## config.mk

```make
export PLATFORM = sky130hd
export DESIGN_NAME = ckgen_regs
export DESIGN_NICKNAME = d
export VERILOG_FILES = /design/src/rtl/ckgen_pkg.sv /design/src/rtl/ckgen_gate.sv /design/src/rtl/ckgen_strap.sv /design/src/rtl/ckgen_regs.sv
export VERILOG_INCLUDE_DIRS = /design/src /design/src/rtl
export SDC_FILE = /design/constraint.sdc
export NUM_CORES = 1
export LEC_CHECK = 0
export BUFFER_PORTS_ARGS = -buffer_cell sky130_fd_sc_hd__buf_2
export CAP_MARGIN = 40
export CORE_MARGIN = 2
export CORE_UTILIZATION = 40
export CTS_CLUSTER_SIZE = 16
export DETAILED_ROUTE_END_ITERATION = 8
export GPL_ROUTABILITY_DRIVEN = 0
export PLACE_DENSITY = 0.68
export SKIP_LAST_GASP = 1
export SLEW_MARGIN = 30
export SYNTH_ARGS = -nofsm -noshare
export SYNTH_HDL_FRONTEND = slang
export SYNTH_HIERARCHICAL = 1
export SYNTH_SLANG_ARGS = --single-unit
```

## constraint.sdc

```tcl
create_clock -name clk_sys -period 2.8 [get_ports clk_sys]
set_input_delay 0.56 -clock clk_sys [delete_from_list [all_inputs] [get_ports clk_sys]]
set_output_delay 0.56 -clock clk_sys [all_outputs]
set_load 0.01 [all_outputs]
```

## src/rtl/ckgen_params.svh

```systemverilog
// Purpose: constants of the clock generator configuration bank
// Assumes: included by bare name from every design module file
// Notes:   definitions only
`ifndef CKGEN_PARAMS_SVH
`define CKGEN_PARAMS_SVH

// ----------------------------------------
// register offsets and layout
// ----------------------------------------
`define CKGEN_NUM_REGS       5
`define CKGEN_OFS_FREQ_LOCK  7'h00
`define CKGEN_OFS_BUS_EN     7'h01
`define CKGEN_OFS_CPU_REF    7'h02
`define CKGEN_OFS_FREE_DRV   7'h03
`define CKGEN_OFS_STRAP_SPR  7'h04
`define CKGEN_BLK_COUNT      8'h05
`define CKGEN_CMD_BLOCK      8'h00
`define CKGEN_CMD_BYTE_BIT   7

// ----------------------------------------
// field positions
// ----------------------------------------
`define CKGEN_B0_WE          0
`define CKGEN_B0_WD          7
`define CKGEN_B0_FS_LSB      1
`define CKGEN_B2_CPU1_RUN    7
`define CKGEN_B2_CPU0_RUN    6
`define CKGEN_B3_BUS_DRV     7
`define CKGEN_B3_LINK_DRV    6
`define CKGEN_B3_FREE_LSB    3
`define CKGEN_B4_FLOP_STRAP  6
`define CKGEN_B4_SPREAD      4

// ----------------------------------------
// reset values and host-writable masks
// ----------------------------------------
`define CKGEN_B0_RST         8'h20
`define CKGEN_B1_RST         8'hFF
`define CKGEN_B2_RST         8'hFE
`define CKGEN_B3_RST         8'h07
`define CKGEN_B4_RST         8'h90
`define CKGEN_B0_MASK        8'h7E
`define CKGEN_B1_MASK        8'hFF
`define CKGEN_B2_MASK        8'hFF
`define CKGEN_B3_MASK        8'hFF
`define CKGEN_B4_MASK        8'hB0
`define CKGEN_NUM_SE         18

`endif

```

## src/rtl/ckgen_pkg.sv

```systemverilog
// Purpose: types of the clock generator configuration bank
// Assumes: constants live in ckgen_params.svh
// Notes:   one state struct per module
package ckgen_pkg;

    // ----------------------------------------
    // transaction phase
    // ----------------------------------------
    typedef enum logic [1:0] {
        CKGEN_IDLE,
        CKGEN_BYTE_ACC,
        CKGEN_BLK_COUNT,
        CKGEN_BLK_DATA
    } ckgen_xfer_type;

    // ----------------------------------------
    // state records
    // ----------------------------------------
    typedef struct packed {
        ckgen_xfer_type   xfer;
        logic [6:0]       ptr;
        logic             unlock;
        logic [4:0][7:0]  regs;
        logic [7:0]       rd_data;
        logic             rd_valid;
    } ckgen_core_type;

    typedef struct packed {
        logic        en_hold;
        logic        out;
        logic        out_b;
    } ckgen_gate_type;

    typedef struct packed {
        logic        done;
        logic        cap;
        logic [3:0]  fs;
        logic        flop;
    } ckgen_strap_type;

endpackage : ckgen_pkg

```

## src/rtl/ckgen_gate.sv

```systemverilog
// Purpose: glitch-free enable gate for one clock output
// Assumes: src sampled as a synchronous level
// Notes:   out_b is the complement for differential pairs
`timescale 1ns/100ps
`include "ckgen_params.svh"

module ckgen_gate (
    // clock and reset
    input  wire logic clk_sys,
    input  wire logic rst,
    // source and enable
    input  wire logic src,
    input  wire logic en,
    // gated output
    output logic      out,
    output logic      out_b
);
    ckgen_pkg::ckgen_gate_type st_reg;
    ckgen_pkg::ckgen_gate_type st_next;

    // ----------------------------------------
    // gate
    // ----------------------------------------
    // enable only moves while the source is low, so no runt pulse
    always_comb begin
        st_next = st_reg;
        if (!src) begin
            st_next.en_hold = en;
        end
        st_next.out   = src & st_next.en_hold;
        st_next.out_b = ~(src & st_next.en_hold);
    end

    always_ff @(posedge clk_sys) begin
        if (rst) begin
            st_reg <= '{en_hold: 1'b1, out: 1'b0, out_b: 1'b1};
        end else begin
            st_reg <= st_next;
        end
    end

    assign out   = st_reg.out;
    assign out_b = st_reg.out_b;
endmodule : ckgen_gate

```

## src/rtl/ckgen_strap.sv

```systemverilog
// Purpose: capture of strap pins after reset release
// Assumes: straps are stable around reset release
// Notes:   cap pulses once, one edge after release
`timescale 1ns/100ps
`include "ckgen_params.svh"

module ckgen_strap (
    // clock and reset
    input  wire logic       clk_sys,
    input  wire logic       rst,
    // strap pins
    input  wire logic [3:0] fs_pins,
    input  wire logic       flop_pin,
    // latched values
    output logic            cap,
    output logic [3:0]      fs_latched,
    output logic            flop_latched
);
    ckgen_pkg::ckgen_strap_type st_reg;
    ckgen_pkg::ckgen_strap_type st_next;

    // ----------------------------------------
    // capture
    // ----------------------------------------
    // a reset must only load constants, so pins are taken after release
    always_comb begin
        st_next     = st_reg;
        st_next.cap = 1'b0;
        if (!st_reg.done) begin
            st_next.done = 1'b1;
            st_next.cap  = 1'b1;
            st_next.fs   = fs_pins;
            st_next.flop = flop_pin;
        end
    end

    always_ff @(posedge clk_sys) begin
        if (rst) begin
            st_reg <= '0;
        end else begin
            st_reg <= st_next;
        end
    end

    assign cap          = st_reg.cap;
    assign fs_latched   = st_reg.fs;
    assign flop_latched = st_reg.flop;

endmodule : ckgen_strap

```

## src/rtl/ckgen_regs.sv

```systemverilog
// Purpose: configuration bank of the clock generator, serial side
// Assumes: serial framing decoded outside; strobes are one-cycle pulses
// Notes:   all outputs registered
//
// Behaviour
// - write-enable bit 0 unlocks, resets zero
// - writing zero relocks all but write-enable
// - lock change applies from next command
// - locked writes complete but change only byte 0 bits 0 and 7
// - bit 7 after enable disables until reset
// - disabled device still accepts, changes nothing
// - byte 0 bits 4:1 frequency select, strapped
// - enable bits gate their outputs, reset one
// - byte 2 bits 7:6 stop cpu pairs
// - byte 3 bits 5:3 free-run select
// - byte 3 bits 7:6 drive strengths
// - byte 4 reports latched straps
// - byte 4 bit 4 spread enable
// - top command bit selects byte access
// - zero command selects block access
`timescale 1ns/100ps
`include "ckgen_params.svh"

module ckgen_regs #(
    parameter int NUM_SE = `CKGEN_NUM_SE
) (
    // clock and reset
    input  wire logic              clk_sys,
    input  wire logic              rst,
    // serial transaction port
    input  wire logic              cmd_valid,
    input  wire logic [7:0]        cmd_code,
    input  wire logic              wr_valid,
    input  wire logic [7:0]        wr_data,
    input  wire logic              rd_req,
    input  wire logic              xfer_end,
    output logic      [7:0]        rd_data,
    output logic                   rd_valid,
    // strap pins
    input  wire logic              freq_select_bit3,
    input  wire logic              freq_select_bit2,
    input  wire logic              freq_select_bit1,
    input  wire logic              freq_select_bit0,
    input  wire logic              floppy_freq_strap,
    // clock sources and power management
    input  wire logic [NUM_SE-1:0] se_src,
    input  wire logic [1:0]        cpu_src,
    input  wire logic              bus_clk_stop_req,
    // gated clocks
    output logic      [NUM_SE-1:0] clk_out,
    output logic      [1:0]        cpu_true_output,
    output logic      [1:0]        cpu_comp_output,
    // configuration levels
    output logic      [3:0]        freq_sel,
    output logic                   spread_enable,
    output logic                   bus_clock_drive_strength,
    output logic                   link_drive_strength
);
    ckgen_pkg::ckgen_core_type st_reg;
    ckgen_pkg::ckgen_core_type st_next;
    logic                      strap_cap;
    logic [3:0]                strap_fs;
    logic                      strap_flop;
    logic [NUM_SE-1:0]         se_en;
    logic [7:0]                cur_byte;
    logic [6:0]                wr_idx;
    logic                      wr_hit;

    // ----------------------------------------
    // elaboration check
    // ----------------------------------------
    if (NUM_SE != `CKGEN_NUM_SE) begin : g_bad_num_se
        $error("NUM_SE must match the enable bit count");
    end

    // ----------------------------------------
    // strap capture
    // ----------------------------------------
    ckgen_strap u_strap (
        .clk_sys      (clk_sys),
        .rst          (rst),
        .fs_pins      ({freq_select_bit3, freq_select_bit2,
                        freq_select_bit1, freq_select_bit0}),
        .flop_pin     (floppy_freq_strap),
        .cap          (strap_cap),
        .fs_latched   (strap_fs),
        .flop_latched (strap_flop)
    );

    // ----------------------------------------
    // write merge
    // ----------------------------------------
    function automatic logic [4:0][7:0] apply_write(
        input logic [4:0][7:0] r,
        input logic [6:0]      idx,
        input logic [7:0]      d,
        input logic            unl
    );
        logic [4:0][7:0] res;
        logic [4:0][7:0] mask;
        res  = r;
        mask = {`CKGEN_B4_MASK, `CKGEN_B3_MASK, `CKGEN_B2_MASK,
                `CKGEN_B1_MASK, `CKGEN_B0_MASK};
        if (!r[0][`CKGEN_B0_WD] && idx < 7'(`CKGEN_NUM_REGS)) begin
            if (idx == `CKGEN_OFS_FREQ_LOCK) begin
                res[0][`CKGEN_B0_WE] = d[`CKGEN_B0_WE];
                if (d[`CKGEN_B0_WD] && r[0][`CKGEN_B0_WE]) begin
                    res[0][`CKGEN_B0_WD] = 1'b1;
                end
            end
            if (unl) begin
                // merge onto res so the lock bits set above survive
                res[idx[2:0]] = (res[idx[2:0]] & ~mask[idx[2:0]])
                              | (d & mask[idx[2:0]]);
            end
        end
        return res;
    endfunction : apply_write

    // ----------------------------------------
    // transaction and register state
    // ----------------------------------------
    always_comb begin
        wr_idx = st_reg.ptr;
        wr_hit = wr_valid && (st_reg.xfer == ckgen_pkg::CKGEN_BYTE_ACC
                           || st_reg.xfer == ckgen_pkg::CKGEN_BLK_DATA);
        if (st_reg.ptr < 7'(`CKGEN_NUM_REGS)) begin
            cur_byte = st_reg.regs[st_reg.ptr[2:0]];
        end else begin
            cur_byte = 8'h00;
        end
    end

    always_comb begin
        st_next          = st_reg;
        st_next.rd_valid = 1'b0;
        if (strap_cap) begin
            st_next.regs[0][4:1] = strap_fs;
            st_next.regs[4][3:0] = strap_fs;
            st_next.regs[4][`CKGEN_B4_FLOP_STRAP] = strap_flop;
        end
        if (cmd_valid) begin
            // lock snapshot per command; a change inside it waits
            st_next.unlock = st_reg.regs[0][`CKGEN_B0_WE]
                           && !st_reg.regs[0][`CKGEN_B0_WD];
            if (cmd_code[`CKGEN_CMD_BYTE_BIT]) begin
                st_next.xfer = ckgen_pkg::CKGEN_BYTE_ACC;
                st_next.ptr  = cmd_code[6:0];
            end else if (cmd_code == `CKGEN_CMD_BLOCK) begin
                st_next.xfer = ckgen_pkg::CKGEN_BLK_COUNT;
                st_next.ptr  = 7'h00;
            end else begin
                st_next.xfer = ckgen_pkg::CKGEN_IDLE;
            end
        end else if (xfer_end) begin
            st_next.xfer = ckgen_pkg::CKGEN_IDLE;
        end else begin
            case (st_reg.xfer)
                ckgen_pkg::CKGEN_IDLE: begin
                    if (rd_req) begin
                        st_next.rd_valid = 1'b1;
                        st_next.rd_data  = 8'h00;
                    end
                end
                ckgen_pkg::CKGEN_BYTE_ACC: begin
                    if (wr_valid) begin
                        st_next.regs = apply_write(st_next.regs, wr_idx, wr_data,
                                                   st_reg.unlock);
                    end else if (rd_req) begin
                        st_next.rd_valid = 1'b1;
                        st_next.rd_data  = cur_byte;
                    end
                end
                ckgen_pkg::CKGEN_BLK_COUNT: begin
                    // the count byte is taken but not used as a limit
                    if (wr_valid || rd_req) begin
                        st_next.xfer = ckgen_pkg::CKGEN_BLK_DATA;
                    end
                    if (rd_req) begin
                        st_next.rd_valid = 1'b1;
                        st_next.rd_data  = `CKGEN_BLK_COUNT;
                    end
                end
                ckgen_pkg::CKGEN_BLK_DATA: begin
                    if (wr_valid) begin
                        st_next.regs = apply_write(st_next.regs, wr_idx, wr_data,
                                                   st_reg.unlock);
                    end else if (rd_req) begin
                        st_next.rd_valid = 1'b1;
                        st_next.rd_data  = cur_byte;
                    end
                    if ((wr_valid || rd_req) && st_reg.ptr != 7'h7F) begin
                        st_next.ptr = st_reg.ptr + 7'h01;
                    end
                end
                default: begin
                    st_next.xfer = ckgen_pkg::CKGEN_IDLE;
                end
            endcase
        end
    end

    always_ff @(posedge clk_sys) begin
        if (rst) begin
            st_reg.xfer     <= ckgen_pkg::CKGEN_IDLE;
            st_reg.ptr      <= 7'h00;
            st_reg.unlock   <= 1'b0;
            st_reg.regs     <= {`CKGEN_B4_RST, `CKGEN_B3_RST, `CKGEN_B2_RST,
                                `CKGEN_B1_RST, `CKGEN_B0_RST};
            st_reg.rd_data  <= 8'h00;
            st_reg.rd_valid <= 1'b0;
        end else begin
            st_reg <= st_next;
        end
    end

    // ----------------------------------------
    // output enables
    // ----------------------------------------
    // bus clocks 5..3 sit at indices 6..4; stop request spares free-runners
    always_comb begin
        se_en = {st_reg.regs[4][7], st_reg.regs[3][2:0], st_reg.regs[2][5:1],
                 st_reg.regs[1], st_reg.regs[0][5]};
        se_en[6:4] = se_en[6:4]
                   & ~({3{bus_clk_stop_req}} & ~st_reg.regs[3][5:3]);
    end

    for (genvar i = 0; i < NUM_SE; i++) begin : g_se
        ckgen_gate u_gate (
            .clk_sys (clk_sys),
            .rst     (rst),
            .src     (se_src[i]),
            .en      (se_en[i]),
            .out     (clk_out[i]),
            .out_b   ()
        );
    end

    for (genvar j = 0; j < 2; j++) begin : g_cpu
        ckgen_gate u_gate (
            .clk_sys (clk_sys),
            .rst     (rst),
            .src     (cpu_src[j]),
            .en      (st_reg.regs[2][`CKGEN_B2_CPU0_RUN + j]),
            .out     (cpu_true_output[j]),
            .out_b   (cpu_comp_output[j])
        );
    end

    assign rd_data                  = st_reg.rd_data;
    assign rd_valid                 = st_reg.rd_valid;
    assign freq_sel                 = st_reg.regs[0][4:1];
    assign spread_enable            = st_reg.regs[4][`CKGEN_B4_SPREAD];
    assign bus_clock_drive_strength = st_reg.regs[3][`CKGEN_B3_BUS_DRV];
    assign link_drive_strength      = st_reg.regs[3][`CKGEN_B3_LINK_DRV];
endmodule : ckgen_regs

```

* After elaboration in Yosys (flattened, before gate mapping)
Memory sizes are Yosys's and may differ from the RTL's. A register that Yosys moved wholly into a read port is not among the register bits. Cells that the tools add are included.
Word-level totals: register bits 108, bits in latches 0, bits in writable memories 0, bits in read-only memories 64, bits of input ports 48, output and inout bits 38, logic and storage cells 217, memories 1
Operators by class: add/sub/neg operators 1, $mul 0, div/mod/pow operators 0, order comparisons 3, equality and inequality tests 16, shift operators 0, muxes and demuxes 81, bitwise operators 34, reductions and logical operators 22
Memories:
- (no name shown) | words 8, bits a word 8, rd ports 1, clocked after Yosys merged registers in 1, wr ports 0, RTL line ckgen_regs.sv:114 | | (d & mask[idx[2:0]]);
Operator list (count):
- 2-to-1 mux 40 bit | 6
- 2-to-1 mux 48 bit | 2
- bitwise mux 40 bit | 2
- case mux 40 bit (2 select lines) | 1
- binary-select mux 8 bit (select 3 bit) | 3
- 2-to-1 mux 9 bit | 6
- 2-to-1 mux 8 bit | 6
- 2-to-1 mux 1 bit | 40
- 2-to-1 mux 7 bit | 4
- case mux 9 bit (3 select lines) | 1
- AND 8 bit | 3
- demux 8 bit (select 3 bit) | 1
- AND 1 bit | 20
- inequality test 2 bit, second input constant | 8
- OR 8 bit | 2
- AND reduction 9 bit | 1
- zero test 8 bit | 1
- 2-to-1 mux 2 bit | 4
- 2-to-1 mux 4 bit | 2
- NOT 8 bit | 1
- adder 7 x 1 -> 7 bit, second input constant | 1
- zero test 7 bit | 1
- < comparator 7 x 3 -> 1 bit, second input constant | 1
- inequality test 7 bit, second input constant | 1
- other kinds (23) | 39

* Logic depth before layout (Yosys ltp)
depth after elaboration 19, gate-level depth with buffers 8, depth with buffers taken out 7

* Cells and area by module
Netlist, hierarchy kept.
Modules (own cells, without submodules):
- ckgen_regs | instances 1, cells each 408, area an instance 3388.2 um2
- ckgen_gate | instances 20, cells each 8, area an instance 87.6 um2
- ckgen_strap | instances 1, cells each 24, area an instance 257.7 um2

* Worst setup path before layout
Ideal clock, no wire load.
path type register to register, start register st_reg (netlist bit wr_idx[1]), end register st_reg (netlist bit bus_clock_drive_strength), setup time 0.088 ns, arrival time 1.934 ns, required time 2.712 ns, setup slack 0.778 ns, cell stages (with the launch flop) 9, path buffers 1, clock period less this slack 2.022 ns, cell sequence dfxtp_1 clkbuf_8 inv_1 ha_1 or2b_2 nor3_2 o221ai_1 a211o_1 a311oi_2
On the way: word-level cells in the longest chain between the ends 16
Ends and longest elaborated chain:
- start: declaration | RTL line ckgen_regs.sv:59 | ckgen_pkg::ckgen_core_type st_reg;
- start signal: assignment | RTL line ckgen_regs.sv:213 | st_reg <= st_next;
- zero test 7 bit (no source line)
- 2-to-1 mux 1 bit | RTL line ckgen_regs.sv:105 | if (idx == `CKGEN_OFS_FREQ_LOCK) begin
- 2-to-1 mux 1 bit | RTL line ckgen_regs.sv:104 | if (!r[0][`CKGEN_B0_WD] && idx < 7'(`CKGEN_NUM_REGS)) begin
- 2-to-1 mux 1 bit | RTL line ckgen_regs.sv:166 | if (wr_valid) begin
- 2-to-1 mux 1 bit | RTL line ckgen_regs.sv:158 | case (st_reg.xfer)
- 2-to-1 mux 1 bit | RTL line ckgen_regs.sv:155 | end else if (xfer_end) begin
- 2-to-1 mux 1 bit | RTL line ckgen_regs.sv:142 | if (cmd_valid) begin
- binary-select mux 8 bit (select 3 bit) | RTL line ckgen_regs.sv:113 | res[idx[2:0]] = (res[idx[2:0]] & ~mask[idx[2:0]])
- 2-to-1 mux 8 bit (implied by the code) | RTL line ckgen_regs.sv:113
- AND 8 bit | RTL line ckgen_regs.sv:113
- OR 8 bit | RTL line ckgen_regs.sv:114
- bitwise mux 40 bit | RTL line ckgen_regs.sv:113
- 2-to-1 mux 40 bit | RTL line ckgen_regs.sv:111 | if (unl) begin
- 2-to-1 mux 40 bit | RTL line ckgen_regs.sv:104
- 2-to-1 mux 40 bit, on equally long branches | RTL line ckgen_regs.sv:185, ckgen_regs.sv:166
- case mux 40 bit (2 select lines) | RTL line ckgen_regs.sv:158
Parallel ways exist; a longest one is shown, timed or not. The select of a mux whose other input is x is not followed. A chain may end at the register's enable or synchronous reset.

* Worst setup path in the final report
start register st_reg (netlist bit wr_idx[1]), end register st_reg (netlist bit se_en[8])
Same word-level chain as after synthesis.

==> out/metrics.cfg <==
[sta]
holdWs_ns=0.436
setup_tns_ns=0
setup_violations=0
clock_skew_ns=0.00674
drv_slew=0
final.min_clock_period_ns=2.33
tightestPinTransition_ns=0.719
fmax_ghz=0.429
relSlewSlack=0.521
hold_viol_final=0
rsz0062_at_grt=false
period_share=0.832

[place]
place.detailed.hpwl_um=9610
port_buffers=85

[global_routing]
grt_pass1_wl_um=21300
antenna_found_initial=0
grt_overflow=0
grt_max_degree=69
grt_pass1_vias=4196
grt_use_total=0.206

[drt]
drtIter0Drc=387
drc=0
antenna_left=0
firstDrtPassIters=5
routedWlPerCell_um=17.0
vias=4366
vias_per_cell=5.63
drt_wl_total_um=13200

[pwr]
intPower_mw=2.61
ir_drop_mv=0.232
p_seq_frac=0.487
switchingPower_uw=813
combPwrFrac=0.099
pwr-share-clk=0.414
leakagePower_nw=2.43
cellPowerDensity_nw_per_um2=601
power.share.switching=0.238

[floorplanning]
placementRows=40
initial_core_util=0.410
die_area_um2=13200
die_w_um=115
core_um2=12000
num_io_pins=86
die_y_um=115

[yosys]
syn_area_um2=4920
synth_area_per_cell_um2=8.86
yosysWarningCount=6
synth_nets=606
netlist_instances=556

[worst_setup_path]
rr_worst_depth=7
reg2reg_from=wr_idx[1]
crit_path_max_incr_delay_ns=0.43
critPathKind=register to register
startpoint=wr_idx[1]
crit_arrival_ns=2.60
end_kind=register
crit_fanout=10
start_kind=register
rrSetupSlack_ns=0.47
path_cells=inv_1, ha_1, or2b_2, nor3_2, o221ai_1, a211o_1, a31oi_1
required_ns=3.07
worstReg2RegEnd=se_en[8]
endpoint=se_en[8]
slowest_stage=dfxtp_1

[cells_and_area]
final_core_util=0.473
drive_gt1_frac=0.208
fin_nets=674
antenna_cells=0
largest_register_ffs=21
area_growth_pct=15.5
nFillCells=1178

[clock_tree]
ctsResizeCount=0
clock_sinks=111
cts_buffer_depth=2
cts_tree=built
postCtsHoldBufs=0
postCtsSetupRepairBufs=0
cts_root_buffer=clkbuf_16
clk_latency_ns=0.35
cts_made_buffers=9
cts-htree-levels=3
clk_pin_slew_ns=0.07

[flow_run]
maxCapViolations=0

[hold_path]
hold_path.class=register to register

[run_status]
status=completed

==> layer usage <==
layer | up-vias | routed length (µm) | GRT usage
li1 | 2086 | - | -
met1 | 2018 | 5620 | 0.264
met2 | 230 | 6050 | 0.329
met3 | 32 | 1100 | 0.0496
met4 | 0 | 398 | 0.0956
met5 | - | 0 | 0
==> cell usage in the layout (no fill, tap or decap), types with 7 or more instances in the layout <==
cell	count
buf_4	11
o21ai_0	19
nor3_1	9
and3_1	7
nand3b_1	22
inv_1	8
nand2_1	85
nand2b_1	24
buf_2	85
nor2_1	59
mux2i_1	20
a21oi_1	26
nand3_1	19
a31oi_1	7
clkbuf_16	9
dfxtp_1	111
o211ai_1	10
==> worst max-delay path, delay by kind of cell (launching register included) <==
family          cells  cell delay, ns
compound gates      3            0.79
simple gates        2            0.52
flops               1            0.43
buf+inv             1            0.28
fa+ha+maj           1            0.22
==> power groups by stage <==
stage / Combinational, mW / Sequential, mW / Clock (mW)
after detailed placement: 0.335 / 1.70 / 0
after global placement: 0.326 / 1.70 / 0
after global routing: 0.375 / 1.67 / 1.51
after floorplan: 0.217 / 1.70 / 0
final: 0.339 / 1.67 / 1.41
after CTS: 0.336 / 1.67 / 1.44
==> final cells by class <==
class	instances	area (µm²)	area share
flip-flops and latches	111	2220	0.391
well taps	147	184	0.0323
clock buffers	12	256	0.0451
inverters	9	33.8	0.00594
clock inverters	4	77.6	0.0136
repair buffers	96	508	0.0893
multi-input cells	397	2400	0.423
==> through the flow <==
step | setup slack (ns) | power, mW | instance area (µm²) | cells
6_report | 0.470 | 3.42 | 5690 | 776
5_1_grt | 0.359 | 3.56 | 5690 | 776
3_3_place_gp | 0.641 | 2.03 | 5350 | 760
4_1_cts | 0.539 | 3.44 | 5690 | 776
2_1_floorplan | 0.778 | 1.91 | 4920 | 556
3_5_place_dp | 0.569 | 2.04 | 5350 | 760
==> how the worst min path moves through the flow <==
stage,slack (ns),from,cells past startpoint,to
floorplan,0.42,g_se[0].u_gate/st_reg[2],2,g_se[0].u_gate/out
global placement,0.42,g_se[0].u_gate/st_reg[2],2,g_se[0].u_gate/out
detailed placement,0.43,g_se[13].u_gate/st_reg[2],2,g_se[13].u_gate/out
CTS,0.43,freq_select_bit2,3,u_strap/fs_latched[2]
global route,0.45,cmd_code[6],3,wr_idx[6]
finish,0.44,g_se[15].u_gate/st_reg[2],2,g_se[15].u_gate/out
No activity file was read; power rests on OpenSTA's default activity.
